[src/scm_pkg.sv]
// Purpose: Shared constants and types of the system control register bank
// Assumes: AXI4-Lite with 32-bit data, one aligned word per register
// Notes:   Masks mark the writable bits; all other bits read as zero except the USB PHY status bits 8 and 5
package scm_pkg;

    localparam int          ADDR_W         = 12;
    localparam int          DATA_W         = 32;
    localparam int          STRB_W         = 4;
    localparam int          SYNC_W         = 7;

    localparam logic [11:0] OFF_TIMER_SEL  = 12'h000;
    localparam logic [11:0] OFF_USB_PHY    = 12'h004;
    localparam logic [11:0] OFF_GEN_CTRL   = 12'h008;
    localparam logic [11:0] OFF_PRIO_0     = 12'h00C;
    localparam logic [11:0] OFF_PRIO_1     = 12'h010;

    localparam logic [31:0] MASK_TIMER_SEL = 32'h0000_0003;
    localparam logic [31:0] MASK_USB_PHY   = 32'h0000_0ED7;
    localparam logic [31:0] MASK_GEN_CTRL  = 32'h0000_0013;
    localparam logic [31:0] MASK_PRIO_0    = 32'h0000_0077;
    localparam logic [31:0] MASK_PRIO_1    = 32'h0000_0700;

    localparam logic [31:0] RST_TIMER_SEL  = 32'h0000_0000;
    localparam logic [31:0] RST_USB_PHY    = 32'h0000_0000;
    localparam logic [31:0] RST_GEN_CTRL   = 32'h0000_0000;
    localparam logic [31:0] RST_PRIO_0     = 32'h0000_0011;
    localparam logic [31:0] RST_PRIO_1     = 32'h0000_0400;

    localparam int          BIT_TIN_A      = 0;
    localparam int          BIT_TIN_B      = 1;
    localparam int          BIT_DATA_INV   = 11;
    localparam int          BIT_CLK_SRC_HI = 10;
    localparam int          BIT_CLK_SRC_LO = 9;
    localparam int          BIT_PHY_GOOD   = 8;
    localparam int          BIT_SESS_EN    = 7;
    localparam int          BIT_VBUS_EN    = 6;
    localparam int          BIT_VBUS_PRES  = 5;
    localparam int          BIT_PLL_ON     = 4;
    localparam int          BIT_VID_OSC_PD = 2;
    localparam int          BIT_OTG_PD     = 1;
    localparam int          BIT_PHY_PD     = 0;
    localparam int          BIT_WDOG       = 4;
    localparam int          BIT_POST_DIV   = 1;
    localparam int          BIT_ZERO_WAIT  = 0;
    localparam int          BIT_CFG_PRI_HI = 6;
    localparam int          BIT_CFG_PRI_LO = 4;
    localparam int          BIT_DAT_PRI_HI = 2;
    localparam int          BIT_DAT_PRI_LO = 0;
    localparam int          BIT_USB_PRI_HI = 10;
    localparam int          BIT_USB_PRI_LO = 8;

    localparam logic [1:0]  RESP_OKAY      = 2'h0;
    localparam logic [1:0]  RESP_SLVERR    = 2'h2;

    typedef enum logic [1:0] {
        WS_IDLE = 2'b00,
        WS_RESP = 2'b01
    } scm_wr_state_t;

    typedef struct packed {
        logic       phy_data_invert;
        logic [1:0] phy_clock_source;
        logic       session_end_compare_enable;
        logic       bus_voltage_compare_enable;
        logic       phy_pll_keep_running;
        logic       video_oscillator_power_off;
        logic       otg_analog_power_off;
        logic       usb_phy_power_off;
        logic       timer_two_watchdog_mode;
        logic       main_pll_post_divide;
        logic       internal_ram_zero_wait;
        logic [2:0] cpu_config_port_priority;
        logic [2:0] cpu_data_port_priority;
        logic [2:0] usb_master_priority;
    } scm_ctrl_t;

    typedef struct packed {
        logic       bus_voltage_present;
        logic       phy_pll_locked;
        logic       phy_power_ramped;
        logic [3:0] gio;
    } scm_status_t;

endpackage

[src/scm_sync.sv]
// Purpose: Three-stage synchroniser with agreement filter for pin inputs
// Assumes: Inputs are asynchronous levels
// Notes:   Output moves only when stages two and three agree
`timescale 1ns/1ps
module scm_sync
    import scm_pkg::*;
(
    input  wire logic              aclk,
    input  wire logic              aresetn,
    input  wire logic [SYNC_W-1:0] async_in,
    output logic      [SYNC_W-1:0] sync_out
);

    logic [SYNC_W-1:0] stage1_reg;
    logic [SYNC_W-1:0] stage2_reg;
    logic [SYNC_W-1:0] stage3_reg;
    logic [SYNC_W-1:0] out_reg;
    logic [SYNC_W-1:0] out_next;

    // Per bit: a lone mismatch between the late stages is held off
    assign out_next = ((stage2_reg ~^ stage3_reg) & stage3_reg)
                    | ((stage2_reg ^ stage3_reg) & out_reg);
    assign sync_out = out_reg;

    always_ff @(posedge aclk)
    begin
        if (!aresetn)
        begin
            stage1_reg <= '0;
            stage2_reg <= '0;
            stage3_reg <= '0;
            out_reg    <= '0;
        end
        else
        begin
            stage1_reg <= async_in;
            stage2_reg <= stage1_reg;
            stage3_reg <= stage2_reg;
            out_reg    <= out_next;
        end
    end

endmodule

[src/scm_regs.sv]
// Purpose: System control register bank behind an AXI4-Lite slave
// Assumes: Single clock aclk, synchronous active-low reset aresetn
// Notes:   Status pins are filtered through scm_sync before use
//
// Implementation choices: the register offsets and the AXI4-Lite slave port.
`timescale 1ns/1ps
module scm_regs
    import scm_pkg::*;
(
    input  wire logic              aclk,
    input  wire logic              aresetn,
    input  wire logic              s_axi_awvalid,
    output logic                   s_axi_awready,
    input  wire logic [ADDR_W-1:0] s_axi_awaddr,
    input  wire logic              s_axi_wvalid,
    output logic                   s_axi_wready,
    input  wire logic [DATA_W-1:0] s_axi_wdata,
    input  wire logic [STRB_W-1:0] s_axi_wstrb,
    output logic                   s_axi_bvalid,
    input  wire logic              s_axi_bready,
    output logic      [1:0]        s_axi_bresp,
    input  wire logic              s_axi_arvalid,
    output logic                   s_axi_arready,
    input  wire logic [ADDR_W-1:0] s_axi_araddr,
    output logic                   s_axi_rvalid,
    input  wire logic              s_axi_rready,
    output logic      [DATA_W-1:0] s_axi_rdata,
    output logic      [1:0]        s_axi_rresp,
    input  wire logic [3:0]        gio_pin_in,
    input  wire logic              phy_power_ramped,
    input  wire logic              phy_pll_locked,
    input  wire logic              otg_vbus_sense,
    output logic                   timer_in_a,
    output logic                   timer_in_b,
    output scm_ctrl_t              ctrl
);

    function automatic logic word_hit(input logic [ADDR_W-1:0] addr,
                                      input logic [11:0] off);
        word_hit = (addr[ADDR_W-1:2] == off[ADDR_W-1:2]);
    endfunction

    function automatic logic is_mapped(input logic [ADDR_W-1:0] addr);
        is_mapped = word_hit(addr, OFF_TIMER_SEL) || word_hit(addr, OFF_USB_PHY)
                 || word_hit(addr, OFF_GEN_CTRL) || word_hit(addr, OFF_PRIO_0)
                 || word_hit(addr, OFF_PRIO_1);
    endfunction

    // Byte strobes and writable mask together; reserved bits never take data
    function automatic logic [31:0] merge(input logic [31:0] old,
                                          input logic [31:0] data,
                                          input logic [3:0]  strb,
                                          input logic [31:0] mask);
        logic [31:0] m;
        m = {{8{strb[3]}}, {8{strb[2]}}, {8{strb[1]}}, {8{strb[0]}}} & mask;
        merge = (old & ~m) | (data & m);
    endfunction

    scm_wr_state_t     wr_state_reg;
    scm_wr_state_t     wr_state_next;
    logic              aw_held_reg;
    logic [ADDR_W-1:0] aw_addr_reg;
    logic              w_held_reg;
    logic [DATA_W-1:0] w_data_reg;
    logic [STRB_W-1:0] w_strb_reg;
    logic [1:0]        bresp_reg;
    logic              rvalid_reg;
    logic [DATA_W-1:0] rdata_reg;
    logic [1:0]        rresp_reg;
    logic [31:0]       tsel_reg;
    logic [31:0]       usb_reg;
    logic [31:0]       gen_reg;
    logic [31:0]       pri0_reg;
    logic [31:0]       pri1_reg;
    logic              timer_a_reg;
    logic              timer_b_reg;
    logic [31:0]       rd_word;
    logic [31:0]       usb_view;
    scm_status_t       st_raw;
    scm_status_t       st_sync;
    logic              phy_good;
    logic              wr_fire;
    logic              ar_fire;
    logic              wr_tsel;
    logic              wr_usb;
    logic              wr_gen;
    logic              wr_pri0;
    logic              wr_pri1;

    assign st_raw = '{bus_voltage_present: otg_vbus_sense,
                      phy_pll_locked:      phy_pll_locked,
                      phy_power_ramped:    phy_power_ramped,
                      gio:                 gio_pin_in};

    scm_sync u_sync
    (
        .aclk     (aclk),
        .aresetn  (aresetn),
        .async_in (st_raw),
        .sync_out (st_sync)
    );

    assign phy_good = st_sync.phy_power_ramped & st_sync.phy_pll_locked;

    // Write channel: address and data latch independently, then commit
    assign s_axi_awready = !aw_held_reg && (wr_state_reg == WS_IDLE);
    assign s_axi_wready  = !w_held_reg && (wr_state_reg == WS_IDLE);
    assign wr_fire       = aw_held_reg && w_held_reg && (wr_state_reg == WS_IDLE);
    assign wr_tsel       = wr_fire && word_hit(aw_addr_reg, OFF_TIMER_SEL);
    assign wr_usb        = wr_fire && word_hit(aw_addr_reg, OFF_USB_PHY);
    assign wr_gen        = wr_fire && word_hit(aw_addr_reg, OFF_GEN_CTRL);
    assign wr_pri0       = wr_fire && word_hit(aw_addr_reg, OFF_PRIO_0);
    assign wr_pri1       = wr_fire && word_hit(aw_addr_reg, OFF_PRIO_1);
    assign s_axi_bvalid  = (wr_state_reg == WS_RESP);
    assign s_axi_bresp   = bresp_reg;

    always_comb
    begin
        wr_state_next = wr_state_reg;
        case (wr_state_reg)
            WS_IDLE:
            begin
                if (wr_fire)
                    wr_state_next = WS_RESP;
            end
            WS_RESP:
            begin
                if (s_axi_bready)
                    wr_state_next = WS_IDLE;
            end
            default:
                wr_state_next = WS_IDLE;
        endcase
    end

    always_ff @(posedge aclk)
    begin
        if (!aresetn)
        begin
            wr_state_reg <= WS_IDLE;
            aw_held_reg  <= 1'b0;
            aw_addr_reg  <= '0;
            w_held_reg   <= 1'b0;
            w_data_reg   <= '0;
            w_strb_reg   <= '0;
            bresp_reg    <= RESP_OKAY;
        end
        else
        begin
            wr_state_reg <= wr_state_next;
            if (s_axi_awvalid && s_axi_awready)
            begin
                aw_held_reg <= 1'b1;
                aw_addr_reg <= s_axi_awaddr;
            end
            else if (wr_fire)
                aw_held_reg <= 1'b0;
            if (s_axi_wvalid && s_axi_wready)
            begin
                w_held_reg <= 1'b1;
                w_data_reg <= s_axi_wdata;
                w_strb_reg <= s_axi_wstrb;
            end
            else if (wr_fire)
                w_held_reg <= 1'b0;
            if (wr_fire)
                bresp_reg <= is_mapped(aw_addr_reg) ? RESP_OKAY : RESP_SLVERR;
        end
    end

    // Register storage; only masked bits ever become nonzero
    always_ff @(posedge aclk)
    begin
        if (!aresetn)
        begin
            tsel_reg <= RST_TIMER_SEL;
            usb_reg  <= RST_USB_PHY;
            gen_reg  <= RST_GEN_CTRL;
            pri0_reg <= RST_PRIO_0;
            pri1_reg <= RST_PRIO_1;
        end
        else
        begin
            if (wr_tsel)
                tsel_reg <= merge(tsel_reg, w_data_reg, w_strb_reg, MASK_TIMER_SEL);
            if (wr_usb)
                usb_reg <= merge(usb_reg, w_data_reg, w_strb_reg, MASK_USB_PHY);
            if (wr_gen)
                gen_reg <= merge(gen_reg, w_data_reg, w_strb_reg, MASK_GEN_CTRL);
            if (wr_pri0)
                pri0_reg <= merge(pri0_reg, w_data_reg, w_strb_reg, MASK_PRIO_0);
            if (wr_pri1)
                pri1_reg <= merge(pri1_reg, w_data_reg, w_strb_reg, MASK_PRIO_1);
        end
    end

    // Status bits are spliced in at read time and cannot be written
    always_comb
    begin
        usb_view                = usb_reg;
        usb_view[BIT_PHY_GOOD]  = phy_good;
        usb_view[BIT_VBUS_PRES] = st_sync.bus_voltage_present;
    end

    always_comb
    begin
        if (word_hit(s_axi_araddr, OFF_TIMER_SEL))
            rd_word = tsel_reg;
        else if (word_hit(s_axi_araddr, OFF_USB_PHY))
            rd_word = usb_view;
        else if (word_hit(s_axi_araddr, OFF_GEN_CTRL))
            rd_word = gen_reg;
        else if (word_hit(s_axi_araddr, OFF_PRIO_0))
            rd_word = pri0_reg;
        else if (word_hit(s_axi_araddr, OFF_PRIO_1))
            rd_word = pri1_reg;
        else
            rd_word = 32'h0000_0000;
    end

    assign s_axi_arready = !rvalid_reg;
    assign ar_fire       = s_axi_arvalid && s_axi_arready;
    assign s_axi_rvalid  = rvalid_reg;
    assign s_axi_rdata   = rdata_reg;
    assign s_axi_rresp   = rresp_reg;

    always_ff @(posedge aclk)
    begin
        if (!aresetn)
        begin
            rvalid_reg <= 1'b0;
            rdata_reg  <= '0;
            rresp_reg  <= RESP_OKAY;
        end
        else if (ar_fire)
        begin
            rvalid_reg <= 1'b1;
            rdata_reg  <= rd_word;
            rresp_reg  <= is_mapped(s_axi_araddr) ? RESP_OKAY : RESP_SLVERR;
        end
        else if (s_axi_rready)
            rvalid_reg <= 1'b0;
    end

    // Timer inputs are registered so both routes share one latency
    always_ff @(posedge aclk)
    begin
        if (!aresetn)
        begin
            timer_a_reg <= 1'b0;
            timer_b_reg <= 1'b0;
        end
        else
        begin
            timer_a_reg <= tsel_reg[BIT_TIN_A] ? st_sync.gio[1] : st_sync.gio[0];
            timer_b_reg <= tsel_reg[BIT_TIN_B] ? st_sync.gio[3] : st_sync.gio[2];
        end
    end

    assign timer_in_a = timer_a_reg;
    assign timer_in_b = timer_b_reg;

    assign ctrl.phy_data_invert            = usb_reg[BIT_DATA_INV];
    assign ctrl.phy_clock_source           = usb_reg[BIT_CLK_SRC_HI:BIT_CLK_SRC_LO];
    assign ctrl.session_end_compare_enable = usb_reg[BIT_SESS_EN];
    assign ctrl.bus_voltage_compare_enable = usb_reg[BIT_VBUS_EN];
    assign ctrl.phy_pll_keep_running       = usb_reg[BIT_PLL_ON];
    assign ctrl.video_oscillator_power_off = usb_reg[BIT_VID_OSC_PD];
    assign ctrl.otg_analog_power_off       = usb_reg[BIT_OTG_PD];
    assign ctrl.usb_phy_power_off          = usb_reg[BIT_PHY_PD];
    assign ctrl.timer_two_watchdog_mode    = gen_reg[BIT_WDOG];
    assign ctrl.main_pll_post_divide       = gen_reg[BIT_POST_DIV];
    assign ctrl.internal_ram_zero_wait     = gen_reg[BIT_ZERO_WAIT];
    assign ctrl.cpu_config_port_priority   = pri0_reg[BIT_CFG_PRI_HI:BIT_CFG_PRI_LO];
    assign ctrl.cpu_data_port_priority     = pri0_reg[BIT_DAT_PRI_HI:BIT_DAT_PRI_LO];
    assign ctrl.usb_master_priority        = pri1_reg[BIT_USB_PRI_HI:BIT_USB_PRI_LO];
endmodule

[config.mk]
export PLATFORM = sky130hd
export DESIGN_NAME = scm_regs
export DESIGN_NICKNAME = d
export VERILOG_FILES = /design/src/scm_pkg.sv /design/src/scm_sync.sv /design/src/scm_regs.sv
export SDC_FILE = /design/constraint.sdc
export NUM_CORES = 1
export LEC_CHECK = 0
export BUFFER_PORTS_ARGS = -buffer_cell sky130_fd_sc_hd__buf_2
export CAP_MARGIN = 15
export CORE_ASPECT_RATIO = 1.75
export CORE_MARGIN = 2
export CORE_UTILIZATION = 49
export DETAILED_ROUTE_END_ITERATION = 6
export PLACE_DENSITY = 0.84
export SYNTH_ARGS = -nofsm -noshare
export SYNTH_HDL_FRONTEND = slang
export SYNTH_SLANG_ARGS = --single-unit
[constraint.sdc]
create_clock -name aclk -period 2.61 [get_ports aclk]
set_input_delay 0.522 -clock aclk [delete_from_list [all_inputs] [get_ports aclk]]
set_output_delay 0.522 -clock aclk [all_outputs]
set_load 0.05 [all_outputs]
==> flow_summary.ini, run 1 <==
[placement]
place_congestion = 0.7418
dpl.hpwl_um = 5998
portBuffers = 87

[min_path]
hp-class = input port to flip-flop
hp-start = phy_pll_locked
whs_endpoint = u_sync.stage1_reg[5]$_SDFF_PN0_
min_path_cells = 2

[layout]
multi_input_area_um2 = 1742
drive_gt1_frac = 0.2215
diodes = 0
syn2layout_area_growth_pct = 19.14
nFillCells = 666
nNetsFinal = 571
seq_area_um2 = 1862

[outcome]
run_status = complete, no violations

[setup_path]
critical_path_class = flip-flop to flip-flop
end_kind = flip-flop
cp_max_fo = 4
reg2reg_from = aw_addr_reg[6]$_SDFFE_PN0P_
critical_path_required_ps = 2870
worst_setup_path_start_kind = flip-flop
cp.arrival_ps = 2350
worstSetupStartpoint = aw_addr_reg[6]$_SDFFE_PN0P_
reg2reg_depth = 4
r2r_setup_slack_ps = 520

[grt]
grt_pass1_wl_um = 12870
grt_max_degree = 46
grt_pass1_vias = 2787
grt_use_total = 0.1929
antenna_found_initial = 0
grt-ovfl-total = 0

[logic_synthesis]
seq_area_frac_synth = 0.4911
syn_area_um2 = 3791
ys.flop_type = dfxtp_1
ys_ff_latch = 93
synth_top_cell_area_share = 0.4911
synth_cells = 409
synth-edff-count = 0
synth_top_cell_by_area = dfxtp_1
yosys_warnings = 0
ys_types = 40
ys_async_sr_fraction = 0
avgSynthCellArea_um2 = 9.269
synth_area_leaders = dfxtp_1 (49%), nand2_1 (9.1%), mux2i_1 (6.6%)

[floorplanning]
core_area_um2 = 7515
io-pin-count = 138
start_util = 0.5045
dieArea_um2 = 8484
die_width_um = 70.49
num_rows = 42
die_h_um = 120.4

[drt]
detail-route-antenna-nets = 0
drc = 0
drtIter0Drc = 130
first_pass_iters = 5
routedWlPerCell_um = 13.58
viasPerCell = 5.091
via_count = 2953
drt_wl_total_um = 7875

[sta]
period_share = 0.8009
worst_hold_slack_ps = 398.0
relSlewSlack = 0.6376
slew_viol_final = 0
hold_violations = 0
fin_skew_ps = 7.869
rsz0062_at_grt = false
tightest_slew_ps = 543.6
setup_viol = 0
max_freq_ghz = 0.4784
setup_tns_ps = 0
period_needed_ps = 2090

[clock_network]
cts-resized-gates = 0
cts.sinks = 93
postCtsSetupBuffers = 0
clkLatencyLatePin_ps = 330
ctsHoldBuffers = 0
root_buffer = clkbuf_16
clockBufferDepth = 2
path_clk_slew_ps = 60
h-tree-depth = 3
cts_tree = built
cts_buffers = 9

[pwr]
power.density_nw_per_um2 = 693.2
peakVddDrop_mv = 0.3933
power_leakage_nw = 2.027

[job]
cap_violations = 0
[layout by cell type, fill, tap and decap left out, types with 5 or more instances in the layout]
master / instances
nor2b_1: 15
conb_1: 23
nand2_1: 92
nand3_1: 5
inv_1: 6
a21oi_1: 9
o21ai_0: 8
a22oi_1: 5
and2_1: 24
dfxtp_1: 93
nor2_1: 6
clkbuf_16: 9
buf_2: 87
mux2i_1: 25
ha_1: 7
a21boi_0: 32
[layout make-up]
class                   instances  area share
flip-flops and latches         93      0.4122
multi-input cells             289      0.3856
repair buffers                 91      0.1058
well taps                      88     0.02438
clock buffers                  11     0.05374
clock inverters                 2     0.01330
inverters                       6    0.004986
[report_power, final]
group	switching (W)	internal [W]
registers	0.0000285	0.00146
clock network	0.000489	0.000849
logic	0.000211	0.0000896
total	0.000728	0.00240
[worst max path at each step]
stage          cells past startpoint                    endpoint  slack (ps)
2_1_floorplan                      5  w_data_reg[1]$_SDFFE_PN0P_         500
3_3_place_gp                       4                   flip-flop         570
3_5_place_dp                       4                   flip-flop         500
4_1_cts                            4                   flip-flop         510
5_1_grt                            4                   flip-flop         430
6_report                           4                   flip-flop         520
[routing by layer]
metal / track usage / share of wire
met5: 0 / 0
met4: 0.08173 / 0.016
met3: 0.04333 / 0.058
met2: 0.3538 / 0.54
met1: 0.2083 / 0.39
[cell usage after synthesis, drive strengths merged, types with 2 or more instances]
master   n
a21boi  32
a21oi    9
a22oi    5
a32o     2
a32oi    2
and2    24
buf     23
clkbuf  20
dfxtp   93
ha       7
inv      6
mux2i   25
nand2   92
nand2b   2
nand3    5
nand3b   2
nand4    2
nor2     6
nor2b   15
nor3     3
nor3b    2
nor4     6
o21ai    8
o22ai    2
o31ai    2
or3      2
or4      2
[metrics by stage]
stage | utilization | setup WS, ps | area [µm²] | cells | power (W)
CTS | 0.6011 | 505.4 | 4517 | 580 | 0.003161
finish | 0.6011 | 519.7 | 4517 | 580 | 0.003131
floorplan | - | 496.2 | 3874 | 431 | 0.001776
global route | 0.6011 | 431.8 | 4517 | 580 | 0.003249
detailed placement | 0.5608 | 502.8 | 4214 | 567 | 0.001827
global placement | 0.5608 | 567.7 | 4214 | 567 | 0.001817
[critical path, stage by stage, from the launching register on]
cell and delay [ps]:
dfxtp_1 310, or4_4 560, or4b_4 570, nor3_4 360, mux2i_1 230
[kinds of logic after synthesis]
family / after synthesis / synth area share
adder cells (fa/ha/maj): 7 / 0.02310
AO/OA/AOI/OAI: 65 / 0.1195
buffers and inverters: 49 / 0.07129
AND/OR/NAND/NOR: 169 / 0.2280
other: 1 / 0.0009891
flip-flops: 93 / 0.4911
multiplexers: 25 / 0.06601
No activity file was read; power rests on OpenSTA's default activity.
==> run 2, diff against run 1 <==
clock period = 2.05 ns   (was 2.61 ns; I/O delays follow)
==> run 2 against run 1 <==
Net effect:
- critical path depth is the same
- utilization is essentially flat
- largest power group unchanged
- non-clock buffer count grew 2
- critical path type unchanged
- register-to-register slack lost 500 ps
- sequential power grew 28%
- sequential cell count is the same
- combinational power grew 29%
==> flow_summary.ini, run 2 (same netlist as run 1, synthesis figures left out) <==
[layout]
seq_area_um2 = 1863
multi_input_area_um2 = 1744
syn2layout_area_growth_pct = 19.11
diodes = 0
nNetsFinal = 573
drive_gt1_frac = 0.2298
nFillCells = 657
fin_util = 0.6009
mostFrequentLayoutCells = nand2_1 (92), dfxtp_1 (92), buf_2 (87)

[placement]
portBuffers = 87
dpl.hpwl_um = 5911
place_congestion = 0.8044

[floorplanning]
start_util = 0.5045
core_area_um2 = 7515
num_rows = 42
dieArea_um2 = 8484
die_h_um = 120.4
die_width_um = 70.49
io-pin-count = 138

[job]
cap_violations = 0

[sta]
rsz0062_at_grt = true
hold_violations = 0
setup_viol = 0
max_freq_ghz = 0.4935
period_share = 0.9884
period_needed_ps = 2026
setup_tns_ps = 0
fin_skew_ps = 4.557
slew_viol_final = 0

[setup_path]
slowest_stage = or4b_4
reg2reg_depth = 4
cp_max_fo = 4
crit_chain = or4_4 -> or4b_4 -> nor3_4 -> mux2i_1
worst_setup_path_start_kind = flip-flop
r2r_setup_slack_ps = 20
cp.arrival_ps = 2290
reg2reg_from = aw_addr_reg[6]$_SDFFE_PN0P_
critical_path_class = flip-flop to flip-flop
path_buf_inv = 0
cp_num_cells = 4
end_kind = flip-flop
max_stage_delay_ps = 570
crit_family = simple AND/OR/NAND/NOR gates
critical_path_required_ps = 2310
worstSetupStartpoint = aw_addr_reg[6]$_SDFFE_PN0P_

[drt]
drc = 0
via_count = 3010
drt_wl_total_um = 7979
viasPerCell = 5.154
drtIter0Drc = 125
detail-route-antenna-nets = 0
first_pass_iters = 4
routedWlPerCell_um = 13.66

[clock_network]
cts_tree = built
cts.sinks = 93
clkLatencyLatePin_ps = 330
clockBufferDepth = 2
h-tree-depth = 3
ctsHoldBuffers = 0
path_clk_slew_ps = 60
root_buffer = clkbuf_16
cts_buffers = 9

[pwr]
peakVddDrop_mv = 0.5056
power.density_nw_per_um2 = 860.2
power_leakage_nw = 2.022

[grt]
grt-ovfl-total = 0
grt_use_total = 0.1934
grt_max_degree = 46
grt_pass1_wl_um = 13070
antenna_found_initial = 0
grt_pass1_vias = 2910

[min_path]
hp-class = input port to flip-flop

[outcome]
run_status = complete, no violations
run 2: cell count changes in the layout (fill, tap and decap cells not counted), sizes merged:
cell	change
clkinv	+1
clkinvlp	+2
bufinv	-1
buf	+2
run 2: layer usage:
metal | share of wire | track usage
met2 | 0.53 | 0.3479
met5 | 0 | 0
met1 | 0.40 | 0.2038
met3 | 0.052 | 0.04917
met4 | 0.025 | 0.09856
run 2: how the worst min path moves through the flow:
stage                                                from                              end  slack, ps  cells past startpoint
after floorplan           u_sync.stage1_reg[0]$_SDFF_PN0_  u_sync.stage2_reg[0]$_SDFF_PN0_        410                      1
after global placement    u_sync.stage1_reg[2]$_SDFF_PN0_  u_sync.stage2_reg[2]$_SDFF_PN0_        410                      1
after detailed placement  u_sync.stage1_reg[1]$_SDFF_PN0_  u_sync.stage2_reg[1]$_SDFF_PN0_        420                      1
after CTS                                   gio_pin_in[0]  u_sync.stage1_reg[0]$_SDFF_PN0_        270                      2
after global routing                     phy_power_ramped  u_sync.stage1_reg[4]$_SDFF_PN0_        280                      2
final                                       gio_pin_in[0]  u_sync.stage1_reg[0]$_SDFF_PN0_        280                      2
run 2: what timing repair did:
| item | CTS | global route |
|---|---|---|
| setup endpoints to repair | 4 | 7 |
| gates resized for setup | 0 | 1 |
| cloned | 0 | 0 |
| buffers inserted | 0 | 0 |
| pin swaps | 1 | 0 |
run 2: where the power goes:
group	internal, W	switching (W)
combinational	0.000115	0.000272
sequential	0.00186	0.0000372
clock	0.000936	0.000659
run 2: through the flow:
stage	setup slack (ps)	instances	hold slack, ps	total power, W	area (µm²)
floorplan	0.01998	431	411.9	0.002261	3876
global placement	13.99	569	414.6	0.002315	4232
detailed placement	-32.83	569	421.0	0.002327	4232
CTS	0.1370	584	268.3	0.003914	4514
global route	-40.88	584	275.0	0.004018	4516
finish	23.75	584	275.6	0.003884	4516
run 2: cell type report:
class,instances,share of cell area
Timing Repair Buffer,93,0.1092
Clock buffer,11,0.05154
Tap cell,88,0.02438
Clock inverter,4,0.01108
Inverter,6,0.004988
Multi-Input combinational cell,289,0.3863
Sequential cell,93,0.4126
